==> src/core/bmrs_pkg.sv <==
// constants and types shared by the battery monitor and reset supervisor
package bmrs_pkg;
	// ==========================================================
	// clock and timing
	localparam int unsigned CLK_HZ          = 25000000;
	localparam int unsigned BATT_TIMEOUT_MS = 150;
	localparam int unsigned SHORT_RST_MS    = 150;
	localparam int unsigned LONG_RST_MS     = 1200;
	localparam int unsigned MR_PULSE_MS     = 150;
	localparam int unsigned DEBOUNCE_MS     = 20;
	// least times round up to whole cycles
	localparam longint unsigned BATT_TIMEOUT_CYC =
		(longint'(BATT_TIMEOUT_MS) * CLK_HZ + 999) / 1000;
	localparam longint unsigned SHORT_RST_CYC =
		(longint'(SHORT_RST_MS) * CLK_HZ + 999) / 1000;
	localparam longint unsigned LONG_RST_CYC =
		(longint'(LONG_RST_MS) * CLK_HZ + 999) / 1000;
	localparam longint unsigned MR_PULSE_CYC =
		(longint'(MR_PULSE_MS) * CLK_HZ + 999) / 1000;
	localparam longint unsigned DEBOUNCE_CYC =
		(longint'(DEBOUNCE_MS) * CLK_HZ + 999) / 1000;
	localparam int CNT_W = 32;

	// ==========================================================
	// build options and supply supervisor states
	typedef enum logic {BMRS_SINGLE, BMRS_DUAL} bmrs_variant_type;
	typedef enum logic {BMRS_SHORT_TIMEOUT, BMRS_LONG_TIMEOUT} bmrs_timeout_type;
	typedef enum logic [1:0] {BMRS_PWR_LOW, BMRS_PWR_WAIT, BMRS_PWR_OK} bmrs_pwr_type;
endpackage : bmrs_pkg

==> src/core/bmrs_top.sv <==
// battery monitor flags and supervisor reset timing
`timescale 1ns/1ps
module bmrs_top
	import bmrs_pkg::*;
#(
	parameter bmrs_pkg::bmrs_variant_type VARIANT        = bmrs_pkg::BMRS_DUAL,
	parameter bmrs_pkg::bmrs_timeout_type TIMEOUT_OPTION = bmrs_pkg::BMRS_SHORT_TIMEOUT,
	parameter longint unsigned            BATT_CYC       = bmrs_pkg::BATT_TIMEOUT_CYC,
	parameter longint unsigned            SHORT_CYC      = bmrs_pkg::SHORT_RST_CYC,
	parameter longint unsigned            LONG_CYC       = bmrs_pkg::LONG_RST_CYC,
	parameter longint unsigned            MR_CYC         = bmrs_pkg::MR_PULSE_CYC,
	parameter longint unsigned            DEB_CYC        = bmrs_pkg::DEBOUNCE_CYC
) (
	input  wire logic clock,
	input  wire logic srst,
	input  wire logic low_level_sense_in,
	input  wire logic high_level_sense_in,
	input  wire logic supply_ok_in,
	input  wire logic manual_rst_n,
	output logic      combined_low_batt_flag_n,
	output logic      weak_batt_flag_n,
	output logic      empty_batt_flag_n,
	output logic      host_rst_n
);
	import bmrs_pkg::*;

	localparam logic [CNT_W-1:0] BATT_LAST = CNT_W'(BATT_CYC - 1);
	localparam logic [CNT_W-1:0] RST_LAST  =
		CNT_W'(((TIMEOUT_OPTION == BMRS_LONG_TIMEOUT) ? LONG_CYC : SHORT_CYC) - 1);
	localparam logic [CNT_W-1:0] MR_LAST   = CNT_W'(MR_CYC - 1);
	localparam logic [CNT_W-1:0] DEB_LAST  = CNT_W'(DEB_CYC - 1);

	// ==========================================================
	// input synchronisers
	logic [1:0] lo_s_r;
	logic [1:0] hi_s_r;
	logic [1:0] vcc_s_r;
	logic [1:0] mr_s_r;
	logic       lo_ok;
	logic       hi_ok;
	logic       vcc_ok;
	logic       mr_raw;

	always_ff @(posedge clock) begin
		if (srst) begin
			lo_s_r  <= 2'h0;
			hi_s_r  <= 2'h0;
			vcc_s_r <= 2'h0;
			mr_s_r  <= 2'h3;
		end else begin
			lo_s_r  <= {lo_s_r[0], low_level_sense_in};
			hi_s_r  <= {hi_s_r[0], high_level_sense_in};
			vcc_s_r <= {vcc_s_r[0], supply_ok_in};
			mr_s_r  <= {mr_s_r[0], manual_rst_n};
		end
	end
	assign lo_ok  = lo_s_r[1];
	assign hi_ok  = hi_s_r[1];
	assign vcc_ok = vcc_s_r[1];
	assign mr_raw = mr_s_r[1];

	// ==========================================================
	// battery flags
	// the single variant sets on the low input but releases on the high one
	logic [CNT_W-1:0] empty_cnt_r;
	logic [CNT_W-1:0] weak_cnt_r;
	logic             empty_r;
	logic             weak_r;
	logic             weak_fall;
	logic             weak_rise;

	assign weak_fall = (VARIANT == BMRS_SINGLE) ? !lo_ok : !hi_ok;
	// both variants release on the high input staying up
	assign weak_rise = hi_ok;

	always_ff @(posedge clock) begin
		if (srst) begin
			empty_r     <= 1'b1;
			empty_cnt_r <= '0;
		end else if (!lo_ok) begin
			empty_r     <= 1'b1;
			empty_cnt_r <= '0;
		end else if (empty_r) begin
			if (empty_cnt_r == BATT_LAST) begin
				empty_r     <= 1'b0;
				empty_cnt_r <= '0;
			end else begin
				empty_cnt_r <= empty_cnt_r + 1'b1;
			end
		end
	end

	always_ff @(posedge clock) begin
		if (srst) begin
			weak_r     <= 1'b1;
			weak_cnt_r <= '0;
		end else if (weak_fall) begin
			weak_r     <= 1'b1;
			weak_cnt_r <= '0;
		end else if (weak_r && weak_rise && (VARIANT == BMRS_SINGLE || !empty_r)) begin
			// dual variant waits for the empty timeout to finish first
			if (weak_cnt_r == BATT_LAST) begin
				weak_r     <= 1'b0;
				weak_cnt_r <= '0;
			end else begin
				weak_cnt_r <= weak_cnt_r + 1'b1;
			end
		end else begin
			weak_cnt_r <= '0; // high input must stay up the whole time
		end
	end

	always_ff @(posedge clock) begin
		if (srst) begin
			combined_low_batt_flag_n <= 1'b0;
			weak_batt_flag_n         <= 1'b0;
			empty_batt_flag_n        <= 1'b0;
		end else begin
			combined_low_batt_flag_n <= (VARIANT == BMRS_SINGLE) ? !weak_r : 1'b1;
			weak_batt_flag_n         <= (VARIANT == BMRS_DUAL) ? !weak_r : 1'b1;
			empty_batt_flag_n        <= (VARIANT == BMRS_DUAL) ? !empty_r : 1'b1;
		end
	end

	// ==========================================================
	// manual reset debounce: a new level is accepted only once stable
	// the far side leaves the input high when idle
	logic [CNT_W-1:0] deb_cnt_r;
	logic             mr_level_r;
	logic             mr_fire;

	always_ff @(posedge clock) begin
		if (srst) begin
			mr_level_r <= 1'b1;
			deb_cnt_r  <= '0;
		end else if (mr_raw == mr_level_r) begin
			deb_cnt_r <= '0;
		end else if (deb_cnt_r == DEB_LAST) begin
			mr_level_r <= mr_raw;
			deb_cnt_r  <= '0;
		end else begin
			deb_cnt_r <= deb_cnt_r + 1'b1;
		end
	end
	assign mr_fire = mr_level_r && !mr_raw && deb_cnt_r == DEB_LAST;

	// ==========================================================
	// manual one-shot pulse; retriggers only after release is debounced
	logic [CNT_W-1:0] mr_cnt_r;
	logic             mr_pulse_r;

	always_ff @(posedge clock) begin
		if (srst) begin
			mr_pulse_r <= 1'b0;
			mr_cnt_r   <= '0;
		end else if (mr_fire) begin
			mr_pulse_r <= 1'b1;
			mr_cnt_r   <= '0;
		end else if (mr_pulse_r) begin
			if (mr_cnt_r == MR_LAST) begin
				mr_pulse_r <= 1'b0;
			end else begin
				mr_cnt_r <= mr_cnt_r + 1'b1;
			end
		end
	end

	// ==========================================================
	// supply supervisor
	bmrs_pwr_type     pwr_r;
	logic [CNT_W-1:0] rst_cnt_r;

	always_ff @(posedge clock) begin
		if (srst) begin
			pwr_r     <= BMRS_PWR_LOW;
			rst_cnt_r <= '0;
		end else if (!vcc_ok) begin
			pwr_r     <= BMRS_PWR_LOW;
			rst_cnt_r <= '0;
		end else begin
			unique case (pwr_r)
				BMRS_PWR_LOW: begin
					pwr_r <= BMRS_PWR_WAIT;
				end
				BMRS_PWR_WAIT: begin
					if (rst_cnt_r == RST_LAST) begin
						pwr_r <= BMRS_PWR_OK;
					end else begin
						rst_cnt_r <= rst_cnt_r + 1'b1;
					end
				end
				BMRS_PWR_OK: begin
					pwr_r <= BMRS_PWR_OK;
				end
				default: begin
					pwr_r <= BMRS_PWR_LOW;
				end
			endcase
		end
	end

	always_ff @(posedge clock) begin
		if (srst) begin
			host_rst_n <= 1'b0;
		end else begin
			host_rst_n <= (pwr_r == BMRS_PWR_OK) && vcc_ok && !mr_pulse_r && !mr_fire;
		end
	end
endmodule : bmrs_top

==> config.mk <==
export PLATFORM = sky130hd
export DESIGN_NAME = bmrs_top
export DESIGN_NICKNAME = d
export VERILOG_FILES = /design/src/core/bmrs_pkg.sv /design/src/core/bmrs_top.sv
export SDC_FILE = /design/constraint.sdc
export NUM_CORES = 1
export LEC_CHECK = 0
export BUFFER_PORTS_ARGS = -buffer_cell sky130_fd_sc_hd__buf_2
export CORE_UTILIZATION = 50
export DETAILED_ROUTE_END_ITERATION = 16
export HOLD_SLACK_MARGIN = 0.05
export PLACE_DENSITY = 0.72
export SLEW_MARGIN = 20
export SYNTH_ARGS = -nofsm -noshare
export SYNTH_HDL_FRONTEND = slang
export SYNTH_SLANG_ARGS = --single-unit
==> constraint.sdc <==
create_clock -name clock -period 5.43 [get_ports clock]
set_input_delay 0.543 -clock clock [delete_from_list [all_inputs] [get_ports clock]]
set_output_delay 0.543 -clock clock [all_outputs]
set_load 0.01 [all_outputs]
==> impl_results.md, run 1 <==
* Status: finished, final reports clean
* Buffers on Ports at 9
* Clock Path Buffers at 2
* Starting Density at 0.5114
* Most frequent cells in the layout: dfxtp_1 (178), nor2_1 (162), xnor2_1 (74)
* Number of synthesized flops with an enable pin at 0
* Netlist Area Pre-Place at 0.008124 mm²
* Hpwl dp at 9905 µm
* CP Launch Type: flop
* Die Y-Extent at 129.5 µm
* Setup violations, final at 0
* Slew Viols, Final at 0
* Worst EP arrival at 2.62 ns
* Worst slew margin at 0.2791
* Net count after synthesis at 961
* Share of the synthesized area in the top cell type at 0.4386
* Worst Skew at 0.008263 ns
* Antenna viol nets, final at 0
* Final hold vios at 0
* Post-synth top area cell: dfxtp_1
* CTS tree: yes
* Flops & latches, synth at 178
* Total number of vias at 6326
* Logic pwr share at 0.009
* Critical Path RT at 5.70 ns
* DRC viols at 0
* Unique cell type count in the Yosys netlist at 46
* CTS sink cnt at 178
* Hold-fix buffers at CTS at 0
* Setup Buffers After CTS at 0
* Setup crit end kind: flop
* Setup CP Type: flop to flop
* Reg power frac at 0.494
* Min Tclk post-route at 2.355 ns
* Antenna fix cells at 0
* RSZ-0062 raised after global routing: false
* Yosys warning count at 0
* R2r setup slk at 3.07 ns
* CTS clk-pin slew, worst paths at 0.07 ns
* Slowest CP cell: or3_1
* Core Rows at 46
* Internal at 2108 µW
* Grt total ovfl at 0
* Highest Clock Rate at 0.4246 GHz
* Die Wd at 129.5 µm
* CTS Root Buffer Type: clkbuf_16
* Net Sw Frac at 0.2059
* Detailed-route vias per instance at 5.439
* Fillers at 1469
* H-tree Lvls at 4
* Number of global-route vias before repair at 5641
* Cells after Synth at 946
* Core area at 0.01589 mm²
* Area after DPL at 0.008269 mm²
* Die ar. at 0.01676 mm²
* First-pass GRT wire length at 26110 µm
* Most common cell after layout, fill and taps aside: dfxtp_1
* Clk network pwr share at 0.498
* Number of top-level pins at 10
* Fin crit share at 0.4337
* Average cell area after synthesis at 8.588 µm²
* Async SR Flop Fraction at 0
* Pre-CTS setup slack at 3.006 ns
* Maxcap violations at 0
* Total CTS buffers at 17
* Sw power at 546.7 µW
* Layout cells sized above 1 at 0.06441
* Gpl congestion at 0.7794
* Final nets at 949
* DR WL/cell at 13.18 µm
* Critical Path, Cell by Cell: nor4b_1 > nand4_1 > nor3_1 > or3_1 > nor2_1
* Top FF cell, synth: dfxtp_1
* Router iterations before antenna repair at 5
* Post-CTS Resized at 0
* Max incr delay on CP at 0.86 ns
* Hold Path Class: input port to flop
* Largest net degree at the start of global routing at 35
* Total Power at 2654 µW
* Crit Path Max Fanout at 32
* Cell area after layout at 0.008924 mm²
* Max IR drop VDD at 0.2244 mV
* DR iter-0 viols at 342
* Initial antenna violation count at 0
* Clock latency at the later pin of the worst-skew pair at 0.43 ns
* Power per Cell Area at 297.5 mW/mm²
* Synth-to-Final Area Change at 9.841%
* Leakage power at 0.002733 µW
* Setup TNS at 0 ns
* Tot GR Track Use at 0.1927
* Worst Max-Slew Pin Slew at 1.081 ns
* Routed WL at 15330 µm
* Setup WS post-layout at 3.075 ns
* Largest cells by area after synthesis: dfxtp_1 (44%), xnor2_1 (8.0%), nor2_1 (7.5%), xor2_1 (5.9%), nand3_1 (3.6%)
* Sequential share of the synthesized area at 0.4386
[power groups by stage]
| stage | Combinational, µW | Sequential, µW | Clock [µW] |
|---|---|---|---|
| final | 23.5 | 1310 | 1320 |
| after global routing | 26.3 | 1310 | 1410 |
| after CTS | 23.6 | 1310 | 1350 |
| after detailed placement | 23.5 | 1340 | 0 |
| after global placement | 23.1 | 1340 | 0 |
| after floorplan | 17.4 | 1340 | 0 |
[synthesized netlist by cell type, types with 2 or more instances]
cell and instances:
nor2b_1 7, a21o_1 2, ha_1 9, xnor2_1 74, buf_4 4, o21a_1 2, xor2_1 55, and3_1 19
or4_1 10, and2_1 11, nor4_2 2, inv_1 24, buf_1 2, nor3b_1 2, nand4_1 46, clkbuf_1 24
o31ai_1 4, nor4_1 30, and4_1 21, buf_2 10, nor2_1 162, nand2_1 62, a21oi_1 20, and4_2 2
or3_1 17, o21ai_0 14, or2_2 5, nor4b_1 13, dfxtp_1 178, nand4b_1 3, nor3_1 32, o211ai_1 5
nand3_1 58, or4_4 2, mux2i_1 4
[state kept, by name, indices dropped and copies added (netlist names), 2 cells and up]
name         cells
deb_cnt_r       32
empty_cnt_r     32
hi_s_r           2
lo_s_r           2
mr_cnt_r        32
mr_s_r           2
pwr_r            2
rst_cnt_r       32
vcc_s_r          2
weak_cnt_r      32
[critical path, delay by kind of cell, from the launching register on]
| kind | cells | cell delay (ns) |
|---|---|---|
| simple gates | 5 | 1.82 |
| flops | 1 | 0.38 |
[final timing paths]
| kind | from | to | cells past startpoint |
|---|---|---|---|
| setup / recovery | deb_cnt_r[13] | deb_cnt_r[9] | 5 |
| hold / removal | manual_rst_n | mr_s_r[0] | 2 |
| setup reg to reg | deb_cnt_r[13] | deb_cnt_r[9] | 5 |
| hold reg to reg | mr_s_r[0] | mr_s_r[1] | 1 |
[per-layer routing]
layer,share of wire,global-route usage,wire length (µm),vias to the layer above
li1,-,-,-,3262
met1,0.51,0.2568,7759,2969
met2,0.45,0.3090,6938,85
met3,0.032,0.04707,486,10
met4,0.0091,0.05746,140,0
met5,0,0,0,-
[logic make-up (layout without fill, tap and decap cells)]
group           count (synthesis)  after routing  synth area share
simple gates                  510            510            0.3319
flops                         178            178            0.4386
xor+xnor                      129            129            0.1391
buf+inv                        65             66           0.03435
compound gates                 51             51           0.03727
fa+ha+maj                       9              9           0.01386
mux                             4              4          0.004929
[stage by stage]
| stage | hold WS [ns] | utilization | std cells |
|---|---|---|---|
| detailed placement | 0.3973 | 0.5206 | 1131 |
| global placement | 0.3939 | 0.5201 | 1131 |
| finish | 0.2989 | 0.5618 | 1163 |
| floorplan | 0.3895 | - | 946 |
| global route | 0.2821 | 0.5618 | 1163 |
| CTS | 0.2803 | 0.5609 | 1163 |
[layout make-up]
type                    count  area (µm²)  share of cell area
clock buffers              19       442.9             0.04964
clock inverters            13       197.7             0.02215
inverters                  24       90.09             0.01010
multi-input cells         703        4307              0.4826
flip-flops and latches    178        3563              0.3993
well taps                 216       270.3             0.03029
repair buffers             10       52.55            0.005889
Power figures use the tool's default switching activity.
==> run 2: changes to the inputs <==
--- a/config.mk
+++ b/config.mk
@@ -5,11 +5,12 @@
 export SDC_FILE = /design/constraint.sdc
 export NUM_CORES = 1
 export LEC_CHECK = 0
+export ABC_AREA = 1
 export BUFFER_PORTS_ARGS = -buffer_cell sky130_fd_sc_hd__buf_2
 export CORE_UTILIZATION = 50
 export DETAILED_ROUTE_END_ITERATION = 16
 export HOLD_SLACK_MARGIN = 0.05
-export PLACE_DENSITY = 0.72
+export PLACE_DENSITY = 0.71
 export SLEW_MARGIN = 20
 export SYNTH_ARGS = -nofsm -noshare
 export SYNTH_HDL_FRONTEND = slang
==> constraint.sdc (replaced) <==
create_clock -name clock -period 2.5 [get_ports clock]
set_input_delay 0.25 -clock clock [delete_from_list [all_inputs] [get_ports clock]]
set_output_delay 0.25 -clock clock [all_outputs]
set_load 0.01 [all_outputs]
==> run 2 against run 1 <==
Against the previous run: utilization is essentially flat; total power rose by 110%; critical path type unchanged; cell count up 77%; global-route usage up 5.2 points; sequential power rose by 120%; count of clock-buffer cells in the layout grew 2; first-iteration DRC count is 95% higher; non-clock buffer count grew 17; register-to-register slack got worse by 2.7 ns; highest routed layer unchanged; routed wire length increased by 67%; sequential share of layout area shrank 8.8 points; die area is 29% higher.
==> impl_results.md, run 2 <==
* Grt total ovfl at 0 (unchanged)
* Setup WS post-layout at 0.4123 ns (-2.663 ns)
* Clock latency at the later pin of the worst-skew pair at 0.43 ns (about the same)
* Antenna viol nets, final at 0 (unchanged)
* Core area at 0.02036 mm² (+28%)
* Max IR drop VDD at 0.4103 mV (+83%)
* Number of synthesized flops with an enable pin at 0 (unchanged)
* Setup crit end kind: flop
* Worst slew margin at 0.5341 (+0.2550)
* Cell area after layout at 0.01144 mm² (+28%)
* Top FF cell, synth: dfxtp_1
* Core Rows at 52 (+13%)
* Share of the synthesized area in the top cell type at 0.3399 (-0.09877)
* RSZ-0062 raised after global routing: false
* DR iter-0 viols at 666 (+95%)
* Area after DPL at 0.01084 mm² (+31%)
* Most frequent cell after synthesis: nand2_1
* Setup TNS at 0 ns (unchanged)
* Flops & latches, synth at 178 (unchanged)
* CP Launch Type: flop
* Number of top-level pins at 10 (unchanged)
* Final core utilization at 0.5620 (about the same)
* Worst Skew at 0.009637 ns (+0.001374 ns)
* Starting Density at 0.5149 (+0.003448)
* Min Tclk post-route at 2.088 ns (-0.2673 ns)
* CTS clk-pin slew, worst paths at 0.07 ns (about the same)
* Highest Clock Rate at 0.4790 GHz (+13%)
* H-tree Lvls at 4 (unchanged)
* GR Layer Usage met2 at 0.4002 (+0.09126)
* Total CTS buffers at 17 (unchanged)
* Die Wd at 146.8 µm (+13%)
* Initial antenna violation count at 0 (unchanged)
* Yosys warning count at 0 (unchanged)
* Final nets at 1793 (+89%)
* Worst Max-Slew Pin Slew at 0.6963 ns (-0.3850 ns)
* Router iterations before antenna repair at 5 (unchanged)
* Reg2reg start: mr_cnt_r[0]
* Logic pwr share at 0.013 (+0.004)
* Average cell area after synthesis at 5.947 µm² (-31%)
* Sequential share of the synthesized area at 0.3399 (-0.09877)
* Cells after Synth at 1763 (+86%)
* DRC viols at 0 (unchanged)
* Netlist Area Pre-Place at 0.01049 mm² (+29%)
* Fillers at 2030 (+38%)
* Routed WL at 25640 µm (+67%)
* GRT busiest layer: met2
* Cell count after placement at 2027 (+79%)
* Unique cell type count in the Yosys netlist at 33 (-28%)
* Power per Cell Area at 490.1 mW/mm² (+65%)
* DR WL/cell at 12.45 µm (-5.5%)
* Met1 usage in global routing at 0.3293 (+0.07254)
* CTS tree: yes
* Net Sw Frac at 0.2161 (+0.01018)
* Total number of vias at 10480 (+66%)
* Detailed-route vias per instance at 5.089 (-6.4%)
* Status: finished, final reports clean
* Pre-CTS setup slack at 0.4629 ns (-2.543 ns)
* Slew Viols, Final at 0 (unchanged)
* Most frequent cells in the layout: nand2_1 (599), nor2_1 (342), inv_1 (205)
* Setup violations, final at 0 (unchanged)
* Worst Setup SP: mr_cnt_r[0]
* Net count after synthesis at 1778 (+85%)
* Worst EP arrival at 2.44 ns (-0.18 ns)
* Clock Path Buffers at 2 (unchanged)
* Worst Hold Launch: low_level_sense_in
* Most common cell after layout, fill and taps aside: nand2_1
* Hold Path Class: input port to flop
* Critical Path RT at 2.85 ns (-2.85 ns)
* Layout cells sized above 1 at 0.04972 (-0.01469)
* Die Y-Extent at 146.8 µm (+13%)
* Largest cells by area after synthesis: dfxtp_1 (34%), nand2_1 (21%), nor2_1 (12%), inv_1 (7.3%), nand3_1 (5.6%)
* Post-synth top area cell: dfxtp_1
* Crit Path Max Fanout at 12 (-63%)
* Number of global-route vias before repair at 9537 (+69%)
* Die ar. at 0.02155 mm² (+29%)
* CTS Root Buffer Type: clkbuf_16
* Sw power at 1212 µW (+120%)
* Final hold vios at 0 (unchanged)
* Hpwl dp at 19340 µm (+95%)
* Fin crit share at 0.8351 (+0.4014)
* Antenna fix cells at 0 (unchanged)
* GR Util met3 at 0.03634 (-0.01073)
* Setup CP Type: flop to flop
* Setup Buffers After CTS at 0 (unchanged)
* Largest net degree at the start of global routing at 33 (-5.7%)
* Internal at 4397 µW (+110%)
* Synth-to-Final Area Change at 9.152%
* Async SR Flop Fraction at 0 (unchanged)
* Tot GR Track Use at 0.2452 (+0.05249)
* CTS sink cnt at 178 (unchanged)
* Reg power frac at 0.507 (+0.013)
* Synth cell count leaders: nand2_1 (599), nor2_1 (342), inv_1 (205), dfxtp_1 (178), nand3_1 (118)
* First-pass GRT wire length at 43520 µm (+67%)
* Leakage power at 0.003705 µW (+36%)
* Gpl congestion at 0.9428 (+21%)
* Maxcap violations at 0 (unchanged)
* Fin cells at 2060 (+77%)
* Buffers on Ports at 9 (unchanged)
* Clk network pwr share at 0.480 (-0.018)
-- run 2: metal layers --
| layer | wire, µm | vias to the layer above | share of wire |
|---|---|---|---|
| met5 | 0 | - | 0 |
| met4 | 449 | 0 | 0.018 |
| met3 | 1234 | 38 | 0.048 |
| li1 | - | 5502 | - |
| met1 | 12230 | 4683 | 0.48 |
| met2 | 11730 | 260 | 0.46 |
-- run 2: worst paths after layout --
check	end	slack (ns)	cells after the start
setup / recovery	mr_cnt_r[15]	0.41	9
hold / removal	lo_s_r[0]	0.08	3
setup reg to reg	mr_cnt_r[15]	0.41	9
hold reg to reg	vcc_s_r[1]	0.40	2
-- run 2: what timing repair did --
action / CTS / global route
gates resized for setup: 0 / 0
hold buffers: 2 / 0
endpoints found under the setup margin: 0 / 0
hold endpoints to repair: 2 / 0
-- run 2: area by class of cell --
cell class / count / area, µm² / share of cell area
tap: 270 / 337.8 / 0.02952
clock inverter: 10 / 123.9 / 0.01082
timing repair buffer: 27 / 210.2 / 0.01837
sequential: 178 / 3563 / 0.3114
inverter: 206 / 773.2 / 0.06756
multi-input combinational: 1348 / 5976 / 0.5221
clock buffer: 21 / 460.4 / 0.04023
-- run 2: critical path, cell delays in order, from the launching register on --
cell     delay [ns]
dfxtp_1        0.36
ha_1           0.26
nand3_2        0.13
nor2_1         0.06
nand2_1        0.08
nor2_1         0.05
nor2_1         0.53
buf_4          0.32
nand2_1        0.08
a21oi_1        0.14
-- run 2: metrics by stage --
stage                     hold WS, ns  power, µW
after detailed placement       0.3958       2982
after global routing          0.08264       5798
after CTS                     0.05653       5677
after global placement         0.3922       2980
after floorplan                0.3538       2956
final                         0.08292       5609
-- run 2: cell families (layout without fill, tap and decap cells) --
kind of cell               after synthesis  after routing  synth area share
and+or+nand+nor                       1170           1170            0.4597
buffers and inverters                  237            264           0.09021
DFF                                    178            178            0.3399
AOI/OAI and AO/OA                      123            123           0.06110
xor gates and xnor gates                46             46           0.03842
adders and majority gates                9              9           0.01074
-- run 2: power by group through the flow --
stage          Combinational (µW)  Clock (µW)  Sequential, µW
3_5_place_dp                 70.7           0            2910
4_1_cts                      73.1        2760            2850
3_3_place_gp                 69.3           0            2910
2_1_floorplan                45.2           0            2910
5_1_grt                      80.6        2870            2850
6_report                     72.2        2690            2850
